==> src/output_routing_pkg.sv <==
// Shared constants, modes and data carriers for the output routing control block.
// Assumes a single 125 MHz device clock and a 7-bit word-addressed host register port.
package output_routing_pkg;

  localparam int SAMPLE_W = 20;
  localparam int NUM_CH   = 4;
  localparam int NUM_SUM  = 4;
  localparam int ADDR_W   = 7;
  localparam int DATA_W   = 16;
  localparam int FIFO_DEPTH = 32;

  localparam real CLK_PERIOD_NS = 8.0;

  localparam logic [ADDR_W-1:0] DEV_CTRL_ADDR = 7'h78;
  localparam logic [ADDR_W-1:0] ROUTING_ADDR  = 7'h79;

  localparam logic [DATA_W-1:0] DEV_CTRL_RESET = 16'h0000;
  localparam logic [DATA_W-1:0] ROUTING_RESET  = 16'h0000;
  localparam logic [DATA_W-1:0] DEV_CTRL_MASK  = 16'hC7FF;

  localparam int IMM_BIT      = 15;
  localparam int BIST_BIT     = 14;
  localparam int X2_BIT       = 10;
  localparam int MODE_LSB     = 8;
  localparam int SYNC_POL_BIT = 7;
  localparam int OUT_EN_BIT   = 6;
  localparam int ISTB_EN_BIT  = 5;
  localparam int ISTB_POL_BIT = 4;
  localparam int CASC_EN_BIT  = 3;
  localparam int CASC_DLY_LSB = 1;
  localparam int BCAST_BIT    = 0;
  localparam int ROUTE_FIELD_W = 4;

  localparam int IMM_SYNC_CYCLES = 4;
  localparam int MAX_CASC_DLY    = 3;

  typedef enum logic [1:0] {
    MODE_CASCADE = 2'b00,
    MODE_REAL    = 2'b01,
    MODE_IMAG    = 2'b10,
    MODE_MUXED   = 2'b11
  } out_mode_t;

  typedef struct packed {
    logic [SAMPLE_W-1:0] i;
    logic [SAMPLE_W-1:0] q;
  } iq_t;

  typedef struct packed {
    logic [NUM_SUM-1:0][SAMPLE_W-1:0] lane;
    logic                             istrobe;
    logic                             sync;
  } out_word_t;

endpackage

==> src/output_routing_control.sv <==
// Output routing control: device and routing registers, channel summers, cascade
// alignment, output formatting and a 32-word output FIFO.
// Assumes channel samples, cascade input and host strobes are synchronous to ref_clk_in.
`timescale 1ns/1ps

module sample_fifo #(
  parameter int WIDTH = 82,
  parameter int DEPTH = 32
) (
  input  wire logic             ref_clk_in,
  input  wire logic             resetn_in,
  input  wire logic             in_valid_in,
  output logic                  in_ready_out,
  input  wire logic [WIDTH-1:0] in_data_in,
  output logic                  out_valid_out,
  input  wire logic             out_ready_in,
  output logic [WIDTH-1:0]      out_data_out
);
  localparam int PTR_W = $clog2(DEPTH);

  logic [WIDTH-1:0] mem [DEPTH];
  logic [PTR_W-1:0] wr_ptr;
  logic [PTR_W-1:0] rd_ptr;
  logic [PTR_W:0]   count;
  logic             push;
  logic             pop;

  assign in_ready_out  = (count != (PTR_W+1)'(DEPTH));
  assign out_valid_out = (count != '0);
  assign push          = in_valid_in & in_ready_out;
  assign pop           = out_valid_out & out_ready_in;
  assign out_data_out  = mem[rd_ptr];

  always_ff @(posedge ref_clk_in)
  begin
    if (push)
    begin
      mem[wr_ptr] <= in_data_in;
    end
  end

  always_ff @(posedge ref_clk_in or negedge resetn_in)
  begin
    if (!resetn_in)
    begin
      wr_ptr <= '0;
      rd_ptr <= '0;
      count  <= '0;
    end
    else
    begin
      if (push)
      begin
        wr_ptr <= wr_ptr + 1'b1;
      end
      if (pop)
      begin
        rd_ptr <= rd_ptr + 1'b1;
      end
      count <= count + (PTR_W+1)'(push) - (PTR_W+1)'(pop);
    end
  end

  // Overflow guard.
  property p_no_push_when_full;
    @(posedge ref_clk_in) disable iff (!resetn_in)
    (count == (PTR_W+1)'(DEPTH)) |-> !in_ready_out;
  endproperty
  a_no_push_when_full: assert property (p_no_push_when_full)
    else $error("FIFO accepted a word while full");
endmodule

// Notes on behaviour
// - Immediate-update bit copies routing master to slave four clocks after a write.
// - Bit 14 enters self-test; zero leaves it off; bits 13 to 11 unused.
// - Doubled-rate select alternates I and Q data on successive outputs.
// - Doubled-rate select only acts in output mode 01.
// - Mode field picks cascade, four I, four Q, or four muxed I/Q lanes.
// - Bit 7 selects sync output polarity, rising or falling assertion.
// - Output enable low replaces every output lane with zeros.
// - I strobe enable marks the samples that carry I data in muxed output.
// - I strobe polarity chooses whether I data coincides with strobe high or low.
// - Cascade enable admits cascade buses, else zero; host clears it outside cascade.
// - Cascade delay aligns the four-channel sum for master or slave position.
// - Broadcast bit sends a channel write to all four channels.
// - Mode 01 without doubled rate, with complex channel 0 or 2, gives parallel I and Q lanes.
// - Routing register holds four 4-bit fields, summer 4 in the top bit.
// - A routing bit set adds that channel into that summer.
// - Any channel can reach any summer in real, imaginary or muxed modes.
module output_routing_control
  import output_routing_pkg::*;
#(
  parameter int FIFO_WORDS = FIFO_DEPTH
) (
  input  wire logic                   ref_clk_in,
  input  wire logic                   resetn_in,
  input  wire logic [ADDR_W-1:0]      host_addr_in,
  input  wire logic [DATA_W-1:0]      host_wdata_in,
  input  wire logic                   host_wr_in,
  input  wire logic                   host_rd_in,
  output logic [DATA_W-1:0]           host_rdata_out,
  input  wire logic [1:0]             chan_sel_in,
  output logic [NUM_CH-1:0]           chan_wr_out,
  input  wire logic                   update_in,
  output logic                        bist_mode_out,
  input  wire iq_t [NUM_CH-1:0]       chan_in,
  input  wire logic                   chan_valid_in,
  output logic                        chan_ready_out,
  input  wire logic                   complex_ch0_in,
  input  wire logic                   complex_ch2_in,
  input  wire iq_t                    casc_in,
  input  wire logic                   sync_in,
  output out_word_t                   out_word_out,
  output logic                        out_valid_out,
  input  wire logic                   out_ready_in
);
  localparam int WORD_W = $bits(out_word_t);

  logic [DATA_W-1:0]     dev_ctrl;
  logic [DATA_W-1:0]     route_master;
  logic [DATA_W-1:0]     route_slave;
  logic [2:0]            imm_cnt;
  logic                  phase_i;
  iq_t [NUM_SUM-1:0]     sum;
  iq_t [MAX_CASC_DLY-1:0] dly_line;
  iq_t                   dly_sum;
  iq_t                   casc_gated;
  iq_t                   casc_total;
  out_word_t             next_word;
  out_word_t             fifo_word;
  logic                  fifo_valid;
  logic                  fifo_ready;
  logic                  accept;
  logic                  wr_ctrl;
  logic                  wr_route;
  out_mode_t             mode;
  logic [1:0]            casc_dly;
  logic                  x2_active;
  logic                  mux_active;

  assign wr_ctrl    = host_wr_in & (host_addr_in == DEV_CTRL_ADDR);
  assign wr_route   = host_wr_in & (host_addr_in == ROUTING_ADDR);
  assign mode       = out_mode_t'(dev_ctrl[MODE_LSB +: 2]);
  assign casc_dly   = dev_ctrl[CASC_DLY_LSB +: 2];
  assign x2_active  = dev_ctrl[X2_BIT] & (mode == MODE_REAL);
  assign mux_active = x2_active | (mode == MODE_MUXED);
  assign accept     = chan_valid_in & chan_ready_out;
  assign bist_mode_out = dev_ctrl[BIST_BIT];

  always_comb
  begin
    chan_wr_out = '0;
    if (host_wr_in && host_addr_in < DEV_CTRL_ADDR)
    begin
      if (dev_ctrl[BCAST_BIT])
      begin
        chan_wr_out = '1;
      end
      else
      begin
        chan_wr_out[chan_sel_in] = 1'b1;
      end
    end
  end

  always_ff @(posedge ref_clk_in or negedge resetn_in)
  begin
    if (!resetn_in)
    begin
      dev_ctrl     <= DEV_CTRL_RESET;
      route_master <= ROUTING_RESET;
    end
    else
    begin
      if (wr_ctrl)
      begin
        dev_ctrl <= host_wdata_in & DEV_CTRL_MASK;
      end
      if (wr_route)
      begin
        route_master <= host_wdata_in;
      end
    end
  end

  always_ff @(posedge ref_clk_in or negedge resetn_in)
  begin
    if (!resetn_in)
    begin
      imm_cnt     <= '0;
      route_slave <= ROUTING_RESET;
    end
    else if (wr_route && dev_ctrl[IMM_BIT])
    begin
      imm_cnt <= 3'(IMM_SYNC_CYCLES - 1);
    end
    else if (imm_cnt != '0)
    begin
      imm_cnt <= imm_cnt - 1'b1;
      if (imm_cnt == 3'd1)
      begin
        route_slave <= route_master;
      end
    end
    else if (update_in)
    begin
      route_slave <= route_master;
    end
  end

  always_ff @(posedge ref_clk_in or negedge resetn_in)
  begin
    if (!resetn_in)
    begin
      host_rdata_out <= '0;
    end
    else if (host_rd_in)
    begin
      unique case (host_addr_in)
        DEV_CTRL_ADDR: host_rdata_out <= dev_ctrl;
        ROUTING_ADDR:  host_rdata_out <= route_master;
        default:       host_rdata_out <= '0;
      endcase
    end
  end

  // field layout, and any channel to any summer.
  for (genvar s = 0; s < NUM_SUM; s++)
  begin : g_summer
    always_comb
    begin
      sum[s] = '0;
      for (int c = 0; c < NUM_CH; c++)
      begin
        if (route_slave[c*ROUTE_FIELD_W + s])
        begin
          sum[s].i = sum[s].i + chan_in[c].i;
          sum[s].q = sum[s].q + chan_in[c].q;
        end
      end
    end
  end

  always_ff @(posedge ref_clk_in or negedge resetn_in)
  begin
    if (!resetn_in)
    begin
      dly_line <= '0;
    end
    else if (accept)
    begin
      dly_line <= {dly_line[MAX_CASC_DLY-2:0], sum[0]};
    end
  end

  assign dly_sum = (casc_dly == 2'b00) ? sum[0] : dly_line[casc_dly - 2'd1];

  assign casc_gated   = dev_ctrl[CASC_EN_BIT] ? casc_in : '0;
  assign casc_total.i = dly_sum.i + casc_gated.i;
  assign casc_total.q = dly_sum.q + casc_gated.q;

  // I first, then Q, alternating per sample.
  always_ff @(posedge ref_clk_in or negedge resetn_in)
  begin
    if (!resetn_in)
    begin
      phase_i <= 1'b1;
    end
    else if (!mux_active)
    begin
      phase_i <= 1'b1;
    end
    else if (accept)
    begin
      phase_i <= ~phase_i;
    end
  end

  always_comb
  begin
    next_word = '0;
    for (int s = 0; s < NUM_SUM; s++)
    begin
      unique case (mode)
        MODE_CASCADE: next_word.lane[s] = '0;
        MODE_REAL:    next_word.lane[s] = x2_active ? (phase_i ? sum[s].i : sum[s].q)
                                                     : sum[s].i;
        MODE_IMAG:    next_word.lane[s] = sum[s].q;
        MODE_MUXED:   next_word.lane[s] = phase_i ? sum[s].i : sum[s].q;
      endcase
    end
    if (mode == MODE_CASCADE)
    begin
      next_word.lane[0] = casc_total.i;
      next_word.lane[1] = casc_total.q;
    end
    if (mode == MODE_REAL && !x2_active)
    begin
      if (complex_ch0_in)
      begin
        next_word.lane[0] = sum[0].i;
        next_word.lane[1] = sum[0].q;
      end
      if (complex_ch2_in)
      begin
        next_word.lane[2] = sum[2].i;
        next_word.lane[3] = sum[2].q;
      end
    end
    if (!dev_ctrl[OUT_EN_BIT])
    begin
      next_word.lane = '0;
    end
    // and strobe marks I samples at chosen level.
    if (dev_ctrl[ISTB_EN_BIT] && mux_active)
    begin
      next_word.istrobe = phase_i ? dev_ctrl[ISTB_POL_BIT] : ~dev_ctrl[ISTB_POL_BIT];
    end
    next_word.sync = sync_in ^ dev_ctrl[SYNC_POL_BIT];
  end

  // A stalled consumer fills the FIFO and then holds off the channel data path.
  sample_fifo #(
    .WIDTH (WORD_W),
    .DEPTH (FIFO_WORDS)
  ) u_fifo (
    .ref_clk_in    (ref_clk_in),
    .resetn_in     (resetn_in),
    .in_valid_in   (chan_valid_in),
    .in_ready_out  (chan_ready_out),
    .in_data_in    (next_word),
    .out_valid_out (fifo_valid),
    .out_ready_in  (fifo_ready),
    .out_data_out  (fifo_word)
  );

  assign fifo_ready = ~out_valid_out | out_ready_in;

  always_ff @(posedge ref_clk_in or negedge resetn_in)
  begin
    if (!resetn_in)
    begin
      out_valid_out <= 1'b0;
      out_word_out  <= '0;
    end
    else if (fifo_ready)
    begin
      out_valid_out <= fifo_valid;
      if (fifo_valid)
      begin
        out_word_out <= fifo_word;
      end
    end
  end

  property p_imm_update;
    @(posedge ref_clk_in) disable iff (!resetn_in)
    (wr_route && dev_ctrl[IMM_BIT] ##1 (!host_wr_in)[*3])
      |-> ##1 (route_slave == $past(host_wdata_in, 4));
  endproperty
  a_imm_update: assert property (p_imm_update)
    else $error("Immediate routing update not applied after four clocks");

  property p_masked_update;
    @(posedge ref_clk_in) disable iff (!resetn_in)
    (wr_route && !dev_ctrl[IMM_BIT] && !update_in && imm_cnt == '0) |=> $stable(route_slave);
  endproperty
  a_masked_update: assert property (p_masked_update)
    else $error("Routing slave changed without an update");

  property p_bist_write;
    @(posedge ref_clk_in) disable iff (!resetn_in)
    wr_ctrl |=> (bist_mode_out == $past(host_wdata_in[BIST_BIT]))
            && (dev_ctrl[13:11] == 3'h0);
  endproperty
  a_bist_write: assert property (p_bist_write)
    else $error("Self-test bit or unused bits wrong after write");

  property p_x2_alternate;
    @(posedge ref_clk_in) disable iff (!resetn_in)
    (accept && x2_active ##1 x2_active) |-> (phase_i != $past(phase_i));
  endproperty
  a_x2_alternate: assert property (p_x2_alternate)
    else $error("Doubled-rate output did not alternate I and Q");

  property p_out_disable;
    @(posedge ref_clk_in) disable iff (!resetn_in)
    !dev_ctrl[OUT_EN_BIT] |-> (next_word.lane == '0);
  endproperty
  a_out_disable: assert property (p_out_disable)
    else $error("Output data not zero while disabled");

  property p_strobe_pol;
    @(posedge ref_clk_in) disable iff (!resetn_in)
    (dev_ctrl[ISTB_EN_BIT] && mux_active && phase_i)
      |-> (next_word.istrobe == dev_ctrl[ISTB_POL_BIT]);
  endproperty
  a_strobe_pol: assert property (p_strobe_pol)
    else $error("I strobe level does not match polarity");

  property p_casc_gate;
    @(posedge ref_clk_in) disable iff (!resetn_in)
    (mode == MODE_CASCADE && !dev_ctrl[CASC_EN_BIT] && casc_dly == 2'b00 &&
     dev_ctrl[OUT_EN_BIT]) |-> (next_word.lane[0] == sum[0].i);
  endproperty
  a_casc_gate: assert property (p_casc_gate)
    else $error("Disabled cascade input leaked into output");

  property p_casc_delay;
    @(posedge ref_clk_in) disable iff (!resetn_in)
    (accept && casc_dly == 2'b01 ##1 casc_dly == 2'b01) |-> (dly_sum == $past(sum[0]));
  endproperty
  a_casc_delay: assert property (p_casc_delay)
    else $error("First slave delay is not one sample");

  property p_broadcast;
    @(posedge ref_clk_in) disable iff (!resetn_in)
    (host_wr_in && host_addr_in < DEV_CTRL_ADDR && dev_ctrl[BCAST_BIT])
      |-> (chan_wr_out == 4'hF);
  endproperty
  a_broadcast: assert property (p_broadcast)
    else $error("Broadcast write not sent to all channels");
endmodule

==> config.mk <==
export PLATFORM = sky130hd
export DESIGN_NAME = output_routing_control
export DESIGN_NICKNAME = d
export VERILOG_FILES = /design/src/output_routing_pkg.sv /design/src/output_routing_control.sv
export SDC_FILE = /design/constraint.sdc
export NUM_CORES = 2
export LEC_CHECK = 0
export CAP_MARGIN = 30
export CORE_UTILIZATION = 52
export CTS_CLUSTER_SIZE = 16
export DETAILED_ROUTE_END_ITERATION = 7
export DONT_BUFFER_PORTS = 1
export PLACE_DENSITY = 0.78
export SLEW_MARGIN = 25
export SYNTH_ARGS = -nofsm -noshare
export SYNTH_HDL_FRONTEND = slang
export SYNTH_SLANG_ARGS = --single-unit
==> constraint.sdc <==
create_clock -name ref_clk_in -period 10.5 [get_ports ref_clk_in]
set_clock_uncertainty 0.2 [all_clocks]
set_input_delay 1.05 -clock ref_clk_in [delete_from_list [all_inputs] [get_ports ref_clk_in]]
set_output_delay 1.05 -clock ref_clk_in [all_outputs]
set_load 0.1 [all_outputs]
Word level (Yosys, flattened, before mapping). Memories as Yosys holds them, arrays and structs flattened. A register that Yosys moved wholly into a read port is not among the register bits. Cells that the tools add are included.

Register bits after elaboration: 202. RAM bits: 2624. Input port bits: 235. Output and inout bits: 105. Word-level logic and storage cells: 142. Memories: 1.

Add/subtract/negate cells: 32. $lt $le $gt $ge: 4. Eq/ne operators: 9. Multiplexer cells: 53. Bitwise gates (word level): 12. Reduce and logical (&&, ||, !) cells: 15.

Memories: u_fifo.mem (words 32, bits a word 82, read ports 1, clocked after memory_dff 1, wr ports 1, line output_routing_control.sv:21) `logic [WIDTH-1:0] mem [DEPTH];`.

Operator list (number): 40-bit 2-to-1 mux (22); 20-bit adder (26); 20-bit 2-to-1 mux (8); 80-bit 2-to-1 mux (2); 20-bit case mux with 4 select lines (2); 20-bit case mux with 3 select lines (2); 40-bit binary-select mux with 2-bit select (1); 16-bit 2-to-1 mux (3); 16-bit case mux with 2 select lines (1); 7-bit == test, second input constant (2); 5-bit by 1-bit adder with 5-bit output, second input constant (2); 4-bit 2-to-1 mux (2); 7-bit less-than comparator, second input constant (1); 1-bit 2-to-1 mux (7); 6-bit by 1-bit adder with 6-bit output (1); 2-bit by 3-bit less-than comparator with 1-bit output, second input constant (2); 3-bit 2-to-1 mux (2); 6-bit inequality test, second input constant (1); 6-bit nonzero test (1); 6-bit by 1-bit subtractor with 6-bit output (1); 1-bit bitwise AND (5); 1-bit logical AND (5); 2-bit == test, second input constant (2); 2-bit logical NOT (2); other kinds (15) (22).

Logic depth before layout (Yosys ltp).
Word-level depth: 14. Gate-level depth with buffers: 46.

Hierarchy. A second synthesis with hierarchy kept.

Cell total of the unflattened synthesis: 9646. Area total of the unflattened synthesis: 141783.5 um2.

Modules (own cells, without submodules): sample_fifo (times used 1, cells an instance 4387, area each 99899.6 um2, seq. area each 79196.0 um2); output_routing_control (times used 1, cells an instance 5259, area each 41883.9 um2, seq. area each 6707.7 um2).

Worst setup path before layout. OpenSTA, ideal clock, no wires.

Kind: register to register. Start point: register route_slave[0]. End point: memory u_fifo.mem[0][21] (data pin). Setup time: 364 ps. Arrival: 8914 ps. Slack: 1021 ps. Cell stages (with the launch flop): 44. Path buffers: 5. Clock period less this slack: 9479 ps. Cells stage by stage: dfrtp_1 > buf_4 > buf_6 > buf_2 > clkbuf_1 > clkbuf_1 > and2_1 > ha_1 > inv_1 > fa_1 > nor2b_1 > o21ai_0 > a21boi_1 > o21ai_0 > a21o_1 > a21oi_1 > nor2_1 > xnor2_1 > [8 not listed] > o21ai_2 > and2_4 > nor2_1 > a221oi_1 > nand2b_1 > a21oi_1 > xnor2_1 > nand2_1 > o21ai_0 > o21a_1 > ha_1 > and3_1 > and3_1 > o41ai_1 > o21bai_1 > a21oi_1 > xor3_1 > a221oi_2.

RTL lines: start, declared (line output_routing_control.sv:121) `logic [DATA_W-1:0] route_slave;`; start signal, assigned (line output_routing_control.sv:202) `route_slave <= route_master;`; start signal, assigned (line output_routing_control.sv:207) `route_slave <= route_master;`; end, declared (line output_routing_control.sv:21).

==> flow_metrics.env <==
export IMPL_syn_inst=9336
export IMPL_final_nets=10300
export IMPL_clock_sinks=2908
export IMPL_power_frac_comb=0.446
export IMPL_placed_cell_area_um2=147000
export IMPL_synthXorXnorAreaFrac=0.0271
export IMPL_cts_resized=0
export IMPL_cts_tree="done"
export IMPL_seqPwrFrac=0.327
export IMPL_synth_area_um2=141000
export IMPL_dp_slack_ns=0.376
export IMPL_clockRootBuffer="clkbuf_16"
export IMPL_cp_end_kind="flop"
export IMPL_dp_cells=12700
export IMPL_synth_seq_cells=2908
export IMPL_period_share=0.921
export IMPL_synthSimpleGateAreaFrac=0.0597
export IMPL_drt_iter0_drc=14000
export IMPL_track_usage=0.367
export IMPL_syn_nets=10100
export IMPL_synth_compound_area_frac=0.0766
export IMPL_ir_drop_mv=0.252
export IMPL_drc=0
export IMPL_synth_top_family_by_area="multiplexers"
export IMPL_dr_pass1_iters=7
export IMPL_totalNegativeSetupSlack_ns=0
export IMPL_dieWidth_um=523
export IMPL_ant_nets=0
export IMPL_ys_warn_count=0
export IMPL_cts_max_level=5
export IMPL_synth_avg_cell_area_um2=15.1
export IMPL_fp_dieH_um=523
export IMPL_clk_insertion_delay_late_ns=0.91
export IMPL_synthMuxAreaShare=0.160
export IMPL_numPortBuffers=0
export IMPL_die_area_um2=274000
export IMPL_ctsHoldBuffers=1
export IMPL_grt_setup_unrepaired="false"
export IMPL_gp_congestion=1.00
export IMPL_drt_total_wl_mm=507
export IMPL_crit_type="flop to flop"
export IMPL_path_max_fanout=32
export IMPL_drive_gt1_frac=0.200
export IMPL_p_sw_uw=19700
export IMPL_start_util=0.525
export IMPL_dpl_hpwl_mm=305
export IMPL_swShare=0.411
export IMPL_postCtsSetupBuffers=0
export IMPL_critPathLaunchType="flop"
export IMPL_outcome="complete, no violations"
export IMPL_slowest_stage="o41ai_1"
export IMPL_grt_pass1_vias=91900
export IMPL_synth_edff_count=2624
export IMPL_pin_count=340
export IMPL_setup_viol=0
export IMPL_ys_seq_area_frac=0.609
export IMPL_antenna_found_initial=44
export IMPL_synthArstFlopShare=0.0977
export IMPL_grt_pass1_wl_mm=698
export IMPL_worstPathRequired_ns=10.99
export IMPL_ys_types=104
export IMPL_final_cells=13300
export IMPL_via_per_inst=7.04
export IMPL_finalMaxSlewViolations=0
export IMPL_hp_class="input pin to flop"
export IMPL_avgRoutedWirePerCell_um=38.1
export IMPL_p_int_uw=28300
export IMPL_cts_made_buffers=297
export IMPL_final_cell_area_um2=157000
export IMPL_slowest_delay_ns=0.58
export IMPL_core_area_um2=269000
export IMPL_tightest_slew_ns=1.19
export IMPL_timing_final_ws_setup_ns=0.833
export IMPL_power_density_nw_per_um2=305
export IMPL_num_rows=190
export IMPL_arrival_ns=10.16
export IMPL_cts_buffer_depth=4
export IMPL_synth_fa_ha_area_frac=0.0488
export IMPL_grt_overflow=0
export IMPL_grt_max_degree=285
export IMPL_leakage_uw=0.0565
export IMPL_dr_total_vias=93600
export IMPL_cap_violations=0
export IMPL_p_clk_frac=0.227
export IMPL_synthToLayoutAreaGrowth_pct=11.5
export IMPL_period_needed_ns=9.67
export IMPL_synth_ff_type="edfxtp_1"
export IMPL_maxSlewHeadroom=0.202
export IMPL_max_freq_ghz=0.103
export IMPL_fin_util=0.585
export IMPL_worst_setup_hold_path_clk_slew_ns=0.07
export IMPL_timing_hold_violations_final=0
## cell usage in the layout, fill, tap and decap left out, types with 167 or more instances in the layout
master	instances
edfxtp_1	2624
mux4_2	826
nand2_1	766
a21oi_1	523
ha_1	505
nor2_1	414
o21ai_0	369
clkbuf_16	302
inv_1	287
xnor2_1	269
dfrtp_1	266
mux2_2	219
buf_4	219
a21o_1	167
## state kept, by name (all words and copies together), names as in the netlist, 6 cells and up
register,cells
out_word_out,82
host_rdata_out,16
u_fifo.count,6
route_master,16
route_slave,16
u_fifo.mem,2624
dly_line,120
dev_ctrl,13
## cells in the mapped netlist (15+ instances only)
cell,instances,area [um^2]
mux2_2,219,2470
a211oi_1,61,458
a221oi_1,43,377
nand2b_1,47,294
a211o_1,15,131
o21a_1,63,473
xor2_1,158,1380
clkbuf_1,318,1190
a31oi_1,51,319
inv_1,289,1080
o21bai_1,42,315
nor2b_1,55,344
a221o_1,15,150
a21oi_1,538,2690
nand3_1,109,546
nor4_1,16,100
nand4_1,25,156
o211ai_1,46,345
nand3b_1,15,113
and3_1,42,263
edfxtp_1,2624,78800
o22ai_1,30,188
a21o_1,167,1250
or3_1,45,282
nand2_1,767,2880
buf_1,98,368
and2_1,133,832
fa_1,27,541
dfrtp_1,283,7080
mux2i_1,152,1520
nor2_1,471,1770
o31ai_1,19,143
ha_1,506,6330
nor3_1,75,375
mux4_2,826,18600
o221ai_1,21,184
xnor2_1,269,2360
o21ai_0,376,1880
a21boi_0,20,150
## power by group through the flow
| stage | combinational (uW) | sequential (uW) | clock [uW] |
|---|---|---|---|
| finish | 21400 | 15700 | 10900 |
| global route | 22400 | 15700 | 11300 |
| CTS | 20900 | 15700 | 10900 |
| detailed placement | 20400 | 15800 | 0 |
| global placement | 20000 | 15800 | 0 |
| floorplan | 14100 | 15400 | 0 |
## area by class of cell
class,count,area (um^2)
clock inverters,159,1760
flip-flops and latches,2908,85900
inverters,292,1100
multi-input cells,5714,53400
diodes,10,25.0
fillers,19100,111000
clock buffers,369,7910
well taps,3552,4440
repair buffers,287,2840
## critical path: cells and delay by family, from the launching register on
kind	cells	cell delay (ns)
mux	2	0.60
xor+xnor	4	0.87
compound gates	16	3.80
buf+inv	2	0.41
fa+ha+maj	5	1.54
flops	1	0.49
simple gates	10	1.55
## per-stage QoR
step | hold WS (ns) | power [uW]
2_1_floorplan | 0.242 | 29500
3_3_place_gp | 0.255 | 35800
3_5_place_dp | 0.259 | 36300
4_1_cts | 0.0487 | 47500
5_1_grt | 0.0786 | 49400
6_report | 0.0855 | 48000
## logic make-up after synthesis
kind of cell | Yosys count
buf+inv | 714
fa+ha+maj | 534
compound gates | 1694
simple gates | 1857
xor+xnor | 431
mux | 1198
flops | 2908
## final timing paths
check / start / to / slack (ns) / cells past startpoint
setup / recovery: route_slave[0] / u_fifo.mem[23][21] / 0.83 / 39
hold / removal: host_rd_in / host_rdata_out[13] / 0.09 / 1
setup reg to reg: route_slave[0] / u_fifo.mem[23][21] / 0.83 / 39
hold reg to reg: dly_line[17] / dly_line[57] / 0.27 / 2
max in group asynchronous: resetn_in / route_slave[14] / 7.70 / 4
min in group asynchronous: resetn_in / out_word_out[79] / 0.65 / 2
## routing by layer
layer	vias to the layer above	track usage	share of wire
li1	37000	-	-
met1	47100	0.457	0.34
met2	7762	0.580	0.46
met3	1781	0.0964	0.12
met4	48	0.222	0.072
met5	-	0	0.00085
Note: power is estimated with default switching activity, not from simulation.
